`config.mk`:
```
export PLATFORM = sky130hd
export DESIGN_NAME = supply_supervisor_watchdog
export DESIGN_NICKNAME = d
export VERILOG_FILES = /design/src/supply_supervisor_pkg.sv /design/src/supply_supervisor_watchdog.sv
export SDC_FILE = /design/constraint.sdc
export NUM_CORES = 1
export LEC_CHECK = 0
export ABC_AREA = 1
export ABC_CLOCK_PERIOD_IN_PS = 1900
export BUFFER_PORTS_ARGS = -buffer_cell sky130_fd_sc_hd__buf_2
export CORE_MARGIN = 2
export CORE_UTILIZATION = 45
export CTS_BUF_LIST = sky130_fd_sc_hd__clkbuf_4 sky130_fd_sc_hd__clkbuf_8 sky130_fd_sc_hd__clkbuf_16
export DETAILED_ROUTE_END_ITERATION = 8
export PLACE_DENSITY = 0.72
export SYNTH_ARGS = -nofsm -noshare
export SYNTH_HDL_FRONTEND = slang
export SYNTH_SLANG_ARGS = --single-unit
```
`constraint.sdc`:
```
create_clock -name mclk -period 1.9 [get_ports mclk]
set_input_delay 0.095 -clock mclk [delete_from_list [all_inputs] [get_ports mclk]]
set_output_delay 0.095 -clock mclk [all_outputs]
set_load 0.05 [all_outputs]
```
`src/supply_supervisor_pkg.sv`:
```
// Purpose: constants for the supply supervisor and watchdog block
// Assumes: 25 MHz free-running clock on mclk
// Notes: long counts are top-level parameters fed from these defaults
// Behaviour
// - power-up holds reset at least 140 ms
// - supply below trip asserts both reset outputs
// - pushbutton low asserts reset; input idles high
// - accepted press gives reset pulse of 140+ ms
// - hold period starts when pushbutton released
// - no strobe edge within 1.12 s resets
// - watchdog counts only while reset inactive
// - strobe edge clears watchdog counter, restarts
// - expiry holds reset, releases, resumes watchdog
// - floating strobe pulled low 7/8, high 1/8
// - hold period 140 to 400 ms, 200 chosen
// - pushbutton glitches of 100 ns ignored
package supply_supervisor_pkg;

    // clock rate
    localparam int unsigned CLK_HZ = 25000000;
    localparam int unsigned CLK_NS = 40;

    // reset hold period, chosen inside the 140..400 ms window
    localparam int unsigned HOLD_MIN_MS = 140;
    localparam int unsigned HOLD_MAX_MS = 400;
    localparam int unsigned HOLD_MS = 200;
    localparam int unsigned HOLD_CYC = HOLD_MS * (CLK_HZ / 1000);

    // watchdog period, least figure
    localparam int unsigned WD_MS = 1120;
    localparam int unsigned WD_CYC = WD_MS * (CLK_HZ / 1000);

    // self-drive pattern: low for 7/8, high for 1/8 of a period
    localparam int unsigned PAT_LOW_NUM = 7;
    localparam int unsigned PAT_DEN = 8;

    // pushbutton noise immunity, rounded up to whole cycles
    localparam int unsigned NOISE_NS = 100;
    localparam int unsigned NOISE_CYC = (NOISE_NS + CLK_NS - 1) / CLK_NS;

    // counter widths
    localparam int unsigned CNT_W = 25;
    localparam int unsigned NOISE_W = 3;

    // input synchroniser bit positions
    localparam int unsigned SYNC_W = 3;
    localparam int unsigned SYN_SUPPLY = 0;
    localparam int unsigned SYN_BUTTON = 1;
    localparam int unsigned SYN_STROBE = 2;

    // reset values of the filtered inputs: supply low, button idle, strobe low
    localparam logic [2:0] SYNC_RST = 3'h3;

    // supervisor states
    typedef enum logic [1:0] {
        ST_CAUSE,
        ST_HOLD,
        ST_RUN
    } sup_state_t;

endpackage

```
`src/supply_supervisor_watchdog.sv`:
```
// Purpose: reset supervisor with pushbutton input and watchdog timer
// Assumes: supply_low comes from an analog comparator, asynchronous
// Notes: strobe pin is two-way; drive is weak and any external driver wins
`timescale 1ns/100ps

module supply_supervisor_watchdog #(
    parameter int unsigned HOLD_CYCLES = supply_supervisor_pkg::HOLD_CYC,
    parameter int unsigned WD_CYCLES = supply_supervisor_pkg::WD_CYC
) (
    input wire logic mclk,
    input wire logic rst,
    input wire logic supply_low,
    input wire logic pushbutton_reset_n,
    input wire logic watchdog_strobe_in,
    output logic watchdog_strobe_out,
    output logic watchdog_strobe_oe,
    output logic reset_out_n,
    output logic reset_out
);
    import supply_supervisor_pkg::*;

    // derived counts at counter width
    localparam logic [CNT_W-1:0] HOLD_LAST = CNT_W'(HOLD_CYCLES - 1);
    localparam logic [CNT_W-1:0] WD_LAST = CNT_W'(WD_CYCLES - 1);
    localparam logic [CNT_W-1:0] PAT_HIGH = CNT_W'((WD_CYCLES / PAT_DEN) * PAT_LOW_NUM);
    localparam logic [NOISE_W-1:0] NOISE_LIM = NOISE_W'(NOISE_CYC);

    // three-stage synchronisers and filtered levels
    logic [SYNC_W-1:0] sync1_reg; // first stage, read by stage two only
    logic [SYNC_W-1:0] sync2_reg; // second stage
    logic [SYNC_W-1:0] sync3_reg; // third stage
    logic [SYNC_W-1:0] filt_reg; // level accepted when stages agree

    // state and counters
    sup_state_t state_reg; // supervisor state
    sup_state_t state_next; // next supervisor state
    logic [CNT_W-1:0] hold_reg; // reset hold counter
    logic [CNT_W-1:0] wd_reg; // watchdog counter
    logic [CNT_W-1:0] pat_reg; // self-drive pattern counter
    logic [NOISE_W-1:0] low_reg; // pushbutton low run length
    logic press_reg; // accepted pushbutton press
    logic strobe_prev_reg; // last filtered strobe level

    // decoded conditions
    logic supply_bad; // supply under trip level
    logic button_low; // filtered pushbutton level is low
    logic strobe_edge; // strobe changed level
    logic wd_expire; // watchdog ran out this cycle
    logic cause; // any reason to hold reset

    // sample the asynchronous inputs into mclk
    always_ff @(posedge mclk) begin
        if (rst) begin
            sync1_reg <= SYNC_RST;
            sync2_reg <= SYNC_RST;
            sync3_reg <= SYNC_RST;
        end else begin
            sync1_reg <= {watchdog_strobe_in, pushbutton_reset_n, supply_low};
            sync2_reg <= sync1_reg;
            sync3_reg <= sync2_reg;
        end
    end

    // accept a level once stages two and three agree
    genvar gi;
    generate
        for (gi = 0; gi < SYNC_W; gi++) begin : g_filt
            always_ff @(posedge mclk) begin
                if (rst) begin
                    filt_reg[gi] <= SYNC_RST[gi];
                end else if (sync2_reg[gi] == sync3_reg[gi]) begin
                    filt_reg[gi] <= sync3_reg[gi];
                end
            end
        end
    endgenerate

    // decoded conditions
    assign supply_bad = filt_reg[SYN_SUPPLY];
    assign button_low = !filt_reg[SYN_BUTTON];
    assign strobe_edge = filt_reg[SYN_STROBE] != strobe_prev_reg;
    assign wd_expire = (state_reg == ST_RUN) && (wd_reg == WD_LAST) && !strobe_edge;
    assign cause = supply_bad || press_reg || wd_expire;

    // pushbutton: short low glitches never become a press
    always_ff @(posedge mclk) begin
        if (rst) begin
            low_reg <= '0;
            press_reg <= 1'b0;
        end else if (!button_low) begin
            // released: press ends here, hold starts after
            low_reg <= '0;
            press_reg <= 1'b0;
        end else if (low_reg < NOISE_LIM) begin
            // still within the noise window
            low_reg <= low_reg + NOISE_W'(1);
        end else begin
            // low long enough to be a real press
            press_reg <= 1'b1;
        end
    end

    // next state of the supervisor
    always_comb begin
        state_next = state_reg;
        unique case (state_reg)
            ST_CAUSE: begin
                // wait for every cause to clear
                if (!cause) begin
                    state_next = ST_HOLD;
                end
            end
            ST_HOLD: begin
                // count the hold period; a new cause restarts it
                if (cause) begin
                    state_next = ST_CAUSE;
                end else if (hold_reg == HOLD_LAST) begin
                    state_next = ST_RUN;
                end
            end
            ST_RUN: begin
                // supply drop, press or expiry asserts reset
                if (cause) begin
                    state_next = ST_CAUSE;
                end
            end
        endcase
    end

    // supervisor state register
    always_ff @(posedge mclk) begin
        if (rst) begin
            state_reg <= ST_CAUSE;
        end else begin
            state_reg <= state_next;
        end
    end

    // hold counter runs only in the hold state
    always_ff @(posedge mclk) begin
        if (rst) begin
            hold_reg <= '0;
        end else if (state_reg == ST_HOLD && !cause) begin
            hold_reg <= hold_reg + CNT_W'(1);
        end else begin
            hold_reg <= '0;
        end
    end

    // watchdog counter: cleared during reset and on every strobe edge
    always_ff @(posedge mclk) begin
        if (rst) begin
            wd_reg <= '0;
            strobe_prev_reg <= 1'b0;
        end else begin
            strobe_prev_reg <= filt_reg[SYN_STROBE];
            if (state_reg != ST_RUN || cause) begin
                // no timing while reset is held
                wd_reg <= '0;
            end else if (strobe_edge) begin
                // serviced: start again from zero
                wd_reg <= '0;
            end else begin
                wd_reg <= wd_reg + CNT_W'(1);
            end
        end
    end

    // free-running pattern for the weak strobe drive
    always_ff @(posedge mclk) begin
        if (rst) begin
            pat_reg <= '0;
            watchdog_strobe_out <= 1'b0;
            watchdog_strobe_oe <= 1'b0;
        end else begin
            if (pat_reg == WD_LAST) begin
                pat_reg <= '0;
            end else begin
                pat_reg <= pat_reg + CNT_W'(1);
            end
            // low for the first part, high for the last eighth
            watchdog_strobe_out <= (pat_reg >= PAT_HIGH);
            watchdog_strobe_oe <= 1'b1;
        end
    end

    // both reset outputs come from the one next state
    always_ff @(posedge mclk) begin
        if (rst) begin
            reset_out_n <= 1'b0;
            reset_out <= 1'b1;
        end else begin
            reset_out_n <= (state_next == ST_RUN);
            reset_out <= (state_next != ST_RUN);
        end
    end

    // outputs are always complementary
    property p_compl;
        @(posedge mclk) disable iff (rst)
        reset_out == !reset_out_n;
    endproperty
    a_compl: assert property (p_compl) else $error("reset outputs not complementary");

    // low supply asserts reset next cycle
    property p_supply;
        @(posedge mclk) disable iff (rst)
        supply_bad |=> !reset_out_n && reset_out;
    endproperty
    a_supply: assert property (p_supply) else $error("supply low did not assert reset");

    // an accepted press asserts reset next cycle
    property p_press;
        @(posedge mclk) disable iff (rst)
        press_reg |=> !reset_out_n;
    endproperty
    a_press: assert property (p_press) else $error("press did not assert reset");

    // a press only after the noise window
    property p_noise;
        @(posedge mclk) disable iff (rst)
        $rose(press_reg) |-> $past(low_reg) == NOISE_LIM;
    endproperty
    a_noise: assert property (p_noise) else $error("press accepted inside noise window");

    // release only after a full hold count
    property p_hold_len;
        @(posedge mclk) disable iff (rst)
        $rose(reset_out_n) |-> $past(hold_reg) == HOLD_LAST && $past(state_reg) == ST_HOLD;
    endproperty
    a_hold_len: assert property (p_hold_len) else $error("reset released early");

    // release never while a cause stands
    property p_release;
        @(posedge mclk) disable iff (rst)
        $rose(reset_out_n) |-> !$past(supply_bad) && !$past(press_reg) && !$past(button_low);
    endproperty
    a_release: assert property (p_release) else $error("reset released with cause");

    // watchdog idle while reset is held
    property p_wd_idle;
        @(posedge mclk) disable iff (rst)
        state_reg != ST_RUN |-> wd_reg == '0;
    endproperty
    a_wd_idle: assert property (p_wd_idle) else $error("watchdog counted during reset");

    // a strobe edge clears the watchdog
    property p_service;
        @(posedge mclk) disable iff (rst)
        strobe_edge |=> wd_reg == '0;
    endproperty
    a_service: assert property (p_service) else $error("strobe edge did not clear watchdog");

    // expiry asserts reset and then holds
    property p_expire;
        @(posedge mclk) disable iff (rst)
        wd_expire |=> !reset_out_n ##1 (state_reg != ST_RUN);
    endproperty
    a_expire: assert property (p_expire) else $error("expiry did not assert reset");

    // weak drive follows the pattern
    property p_pattern;
        @(posedge mclk) disable iff (rst)
        pat_reg < PAT_HIGH |=> !watchdog_strobe_out && watchdog_strobe_oe;
    endproperty
    a_pattern: assert property (p_pattern) else $error("strobe drive not low in first part");

    // weak drive goes high for the last eighth
    property p_pattern_high;
        @(posedge mclk) disable iff (rst)
        pat_reg >= PAT_HIGH |=> watchdog_strobe_out && watchdog_strobe_oe;
    endproperty
    a_pattern_high: assert property (p_pattern_high) else $error("strobe drive not high in last part");

    // an accepted press stays while the button is still low
    property p_press_hold;
        @(posedge mclk) disable iff (rst)
        press_reg && button_low |=> press_reg;
    endproperty
    a_press_hold: assert property (p_press_hold) else $error("press dropped while button low");

    // a low level inside the noise window never becomes a press
    property p_noise_quiet;
        @(posedge mclk) disable iff (rst)
        button_low && low_reg < NOISE_LIM |=> !press_reg;
    endproperty
    a_noise_quiet: assert property (p_noise_quiet) else $error("press taken inside noise window");

    // a new cause during the hold restarts it from zero
    property p_hold_restart;
        @(posedge mclk) disable iff (rst)
        state_reg == ST_HOLD && cause |=> state_reg == ST_CAUSE && hold_reg == '0;
    endproperty
    a_hold_restart: assert property (p_hold_restart) else $error("hold not restarted by new cause");

    // after release the watchdog starts again from zero
    property p_resume;
        @(posedge mclk) disable iff (rst)
        $rose(reset_out_n) |-> wd_reg == '0;
    endproperty
    a_resume: assert property (p_resume) else $error("watchdog not restarted at release");

    // main scenarios
    c_press: cover property (@(posedge mclk) disable iff (rst) $rose(press_reg));
    c_expire: cover property (@(posedge mclk) disable iff (rst) wd_expire);
    c_release: cover property (@(posedge mclk) disable iff (rst) $rose(reset_out_n));
    c_brown: cover property (@(posedge mclk) disable iff (rst) state_reg == ST_RUN && supply_bad);

endmodule

```
* After elaboration in Yosys (flattened, before gate mapping) *
Cells that the tools add are included.

storage, ports and cells
  register bits = 98
  output and inout port bits = 4
  input port bits = 5
  logic and storage cells = 55

operators by class
  bitwise operators = 1
  add/sub/neg operators = 4
  $lt $le $gt $ge = 2
  reduce and logical (&&, ||, !) cells = 13
  mux-type cells = 6
  eq/ne operators = 12

operator list
  operator               count
  $add 25x1->25 const B  3
  $eq 25x25->1 const B   2
  $eq 25x23->1 const B   1
  $ge 25x25->1 const B   1
  $mux 2                 4
  $pmux 2 s3             1
  $reduce_or 2->1        3
  $eq 2x2->1 const B     2
  $ne 2x2->1 const B     2
  $add 3x1->3 const B    1
  $eq 1x1->1             3
  $logic_and 1x1->1      3
  $logic_or 1x1->1       3
  $lt 3x2->1 const B     1
  $reduce_or 3->1        1
  $eq 2x1->1 const B     1
  $logic_not 1->1        2
  $logic_not 2->1        1
  $mux 1                 1
  $ne 1x1->1             1
  $not 1->1              1

* Logic depth before layout (Yosys ltp) *
  depth in word-level cells = 8
  gate-level depth with buffers = 13
  depth with buffers taken out = 13

* Worst setup path before layout *
No wires, ideal clock.

  path type = register to register
  from = reg state_reg[0]
  to = reg wd_reg[19]
  data required time = 1830 ps
  stages on the path, launching flop included = 11
  path buffers = 1
  data arrival time = 1511 ps
  setup time = 70 ps
  clock period less this slack = 1581 ps
  setup slack = 319 ps
  cells stage by stage = dfxtp_1 -> inv_1 -> ha_1 -> nand2_1 -> nor2_1 -> nand2_1 -> nor2_1 -> a21oi_2 -> nand4_4 -> buf_6 -> a21oi_1

between the ends
  longest elaborated chain between the ends = 6
  elaborated cells on any way between the ends = 7
  those cells by class = eq/ne (2); reduce/logical (5)

RTL lines
  what                                  line                               source
  start: declaration                    supply_supervisor_watchdog.sv:35   sup_state_t state_reg;
  start signal: assignment              supply_supervisor_watchdog.sv:135  state_reg <= state_next;
  $eq 2x2->1                            supply_supervisor_watchdog.sv:82   assign wd_expire = (state_reg == ST_RUN) && (wd_reg == WD_LAST) && !strobe_edge;
  $logic_and 1x1->1 (2 in series)       supply_supervisor_watchdog.sv:82
  $logic_or 1x1->1                      supply_supervisor_watchdog.sv:83   assign cause = supply_bad || press_reg || wd_expire;
  $logic_or 1x1->1 (*)                  supply_supervisor_watchdog.sv:157  if (state_reg != ST_RUN || cause) begin
  $reduce_or 3->1 (no source line) (*)  n/a
  end signal: assignment                supply_supervisor_watchdog.sv:164  wd_reg <= wd_reg + CNT_W'(1);
  end: declaration                      supply_supervisor_watchdog.sv:38   logic [CNT_W-1:0] wd_reg;

Every way passes the cells marked *; elsewhere a longest branch is shown, timed or not.
A chain may end at the register's enable or synchronous reset.

* Worst setup path in the final report *
  from = reg wd_reg[0]
  to = reg wd_reg[15]

between the ends
  longest elaborated chain between the ends = 6
  elaborated cells on any way between the ends = 7
  those cells by class = add/sub (1); eq/ne (1); reduce/logical (5)

RTL lines
  what
  parallel branches: the longest is 6 deep, another holds $add 25x1->25

Parallel ways; which one is timed is not known.

==> flow_summary_export.csv <==
group,metric,value,unit
outcome,status,"finished clean",
yosys,ys_ff_latch,98,
clock_network,numCtsBuffers,9,
finish,fin_area,5415,um^2
setup_path,critical_path.max_fanout,6,
routing,routed-via-count,4395,
routing,vias_per_cell,5.069,
routing,drc,0,
die,rows,38,
timing,final.min_clock_period,1.818,ns
die,core_area,10790,um^2
clock_network,cts_sinks,98,
setup_path,cp_slowest_cell,"dfxtp_1",
timing,fin_tns_setup,0,ns
timing,setup_ws,0.08197,ns
finish,layout-drive-gt1-share,11.83,%
timing,hold_violations,0,
power_and_ir_drop,pwr-share-clk,37.0,%
yosys,yosysTopAreaCell,"dfxtp_1",
power_and_ir_drop,power.net_switching,861.3,uW
routing,wire_per_inst,12.21,um
global_route,grt_pass1_wl,17680,um
power_and_ir_drop,vdd_drop_max,514.8,uV
power_and_ir_drop,total_leakage_power,0.001930,uW
clock_network,clock_latency,0.38,ns
routing,antenna_left,0,
finish,diodes,0,
die,die_h,108.9,um
placed_design,pre_cts_ws,0.01624,ns
setup_path,crit_path_start_kind,"flop",
yosys,yosys-top-cells-area,"dfxtp_1 (40%), nand2_1 (11%), nor2_1 (8.3%), inv_1 (7.3%), nand3_1 (4.1%)",
yosys,yosysSeqAreaShare,39.63,%
yosys,avgSynthCellArea,7.083,um^2
power_and_ir_drop,swShare,24.63,%
timing,fin_crit_sh,95.69,%
setup_path,worst_ep_required_time,2.20,ns
setup_path,cp_cell_sequence,"ha_1 -> nand2_1 -> nor2_2 -> nand2_2 -> nor2_1 -> a21oi_4 -> nand4_2 -> nor3_1",
timing,worstMarginPinSlew,0.6061,ns
clock_network,clkSlewWorstSetupHoldPaths,0.10,ns
placed_design,post-dp-hpwl,7746,um
global_route,antenna_found_initial,0,
yosys,netlist_instances,699,
routing,drt_first_pass_iters,7,
die,die_x,108.9,um
global_route,grt_max_degree,26,
yosys,async_flop_share,0,%
placed_design,placedCellCount,845,
power_and_ir_drop,p_comb_share,3.3,%
clock_network,clockBufferDepth,2,
global_route,grt_overflow_total,0,
timing,skew,0.01394,ns
clock_network,cts_max_level,3,
global_route,grt_pass1_vias,4126,
setup_path,worst_setup_path_end_kind,"flop",
die,die_area,11860,um^2
yosys,synth_top_cell_area_share,39.63,%
finish,fin_cells,867,
finish,fin_nets,734,
yosys,synth_nets,711,
setup_path,critPathArrivalTime,2.12,ns
yosys,yosysUniqueCellTypes,35,
placed_design,numPortBuffers,8,
setup_path,max_stage_delay,0.35,ns
clock_network,post_cts_buffers,0,
global_route,groute.usage.overall,18.65,%
yosys,yosysWarnings,0,
power_and_ir_drop,power_density,645.8,nW/um^2
placed_design,finalWeightedCongestion,0.9550,
die,start_util,45.87,%
routing,wl,10590,um
job,maxCapViolCount,0,
power_and_ir_drop,intPower,2636,uW
timing,rsz0062_at_grt,"true",
timing,slew_headroom,59.55,%
timing,setup_viol,0,
timing,maxSlewViolCount,0,
yosys,netlist_area,4951,um^2
die,pin_count,9,
setup_path,worstSetupPathType,"reg2reg",
routing,first_iter_violations,302,
clock_network,cts-root-buf,"clkbuf_8",
finish,syn_to_final_growth,9.376,%
clock_network,cts_tree,"yes",
hold_path,hold_class,"in2reg",
placed_design,dpl_cell_area,5136,um^2
timing,max_freq,550.0,MHz
yosys,synth-edff-count,0,
power_and_ir_drop,power_frac_seq,59.7,%
yosys,ys.flop_type,"dfxtp_1",
-- Yosys cell counts, types with 6 or more instances --
master and n:
dfxtp_1 98, nor2_1 109, o21ai_0 13, nand3_1 41, nand4_1 21, or2_2 14, a21oi_1 32, inv_1 96
nor3_1 28, ha_1 7, xnor2_1 9, xor2_1 16, nor4_1 6, nor2_2 8, nand2_1 148
-- power groups by stage --
stage               Combinational (uW)  Sequential, uW  Clock (uW)
finish                             117            2090        1290
global route                       128            2090        1430
CTS                                110            2090        1350
detailed placement                 105            2130           0
global placement                   102            2130           0
floorplan                         57.6            2150           0
-- through the flow --
stage | utilization (%) | hold WS, ns | power, uW
after detailed placement | 47.59 | 0.2847 | 2239
after CTS | 49.57 | 0.02966 | 3543
after global routing | 50.17 | 0.05669 | 3645
final | 50.17 | 0.05334 | 3497
after global placement | 47.59 | 0.2843 | 2235
after floorplan | - | 0.1778 | 2209
-- critical path, delay by kind of cell, from the launching register on --
family	cells	cell delay, ns
adders and majority gates	1	0.22
AOI/OAI and AO/OA	1	0.30
and+or+nand+nor	6	0.86
DFF	1	0.35
-- cell type report --
| type | instances | area, um^2 |
|---|---|---|
| tap | 140 | 175.2 |
| fill | 1068 | 5378 |
| multi-input combinational | 498 | 2610 |
| inverter | 99 | 371.6 |
| timing repair buffer | 16 | 111.4 |
| sequential | 98 | 1963 |
| clock inverter | 6 | 46.29 |
| clock buffer | 10 | 137.6 |
-- cells by family after synthesis --
| logic type | Yosys count | share of synthesized area (%) |
|---|---|---|
| buffers and inverters | 106 | 8.870 |
| flip-flops | 98 | 39.63 |
| adder cells (fa/ha/maj) | 7 | 1.769 |
| AO/OA/AOI/OAI | 55 | 6.318 |
| AND/OR/NAND/NOR | 408 | 38.99 |
| XOR/XNOR | 25 | 4.423 |
-- layout by cell type (no fill, tap or decap), drive strengths merged, types with 3 or more instances in the layout --
| master | instances |
|---|---|
| ha | 7 |
| dfxtp | 98 |
| nand4 | 24 |
| xnor2 | 9 |
| o21ai | 14 |
| nor2 | 122 |
| dlygate4sd3 | 3 |
| buf | 13 |
| xor2 | 16 |
| nor3 | 32 |
| nor4 | 6 |
| a21oi | 37 |
| inv | 102 |
| nand3b | 5 |
| nor3b | 6 |
| nand2 | 156 |
| clkbuf | 10 |
| or2 | 14 |
| nand3 | 44 |
-- layer usage --
metal	global-route usage (%)	share of wire, %	vias up	wire length (um)
met1	23.34	47	1980	4929
met3	3.168	4.4	26	461
li1	-	-	2284	-
met5	0	0	-	0
met2	30.88	46	105	4877
met4	9.341	3.0	0	316
-- path summary, 6_finish.rpt --
check / end / start / slack (ns) / depth (start not counted)
max: wd_reg[15] / wd_reg[0] / 0.08 / 8
min: sync2_reg[2] / rst / 0.05 / 2
max reg2reg: wd_reg[15] / wd_reg[0] / 0.08 / 8
min reg2reg: sync2_reg[2] / sync1_reg[2] / 0.40 / 2
-- what timing repair did --
action	4_1_cts	5_1_grt
hold buffers	3	0
resized for setup	0	7
endpoints found under the setup margin	0	45
hold endpoints to repair	3	0
(Power assumes the default switching activity.)
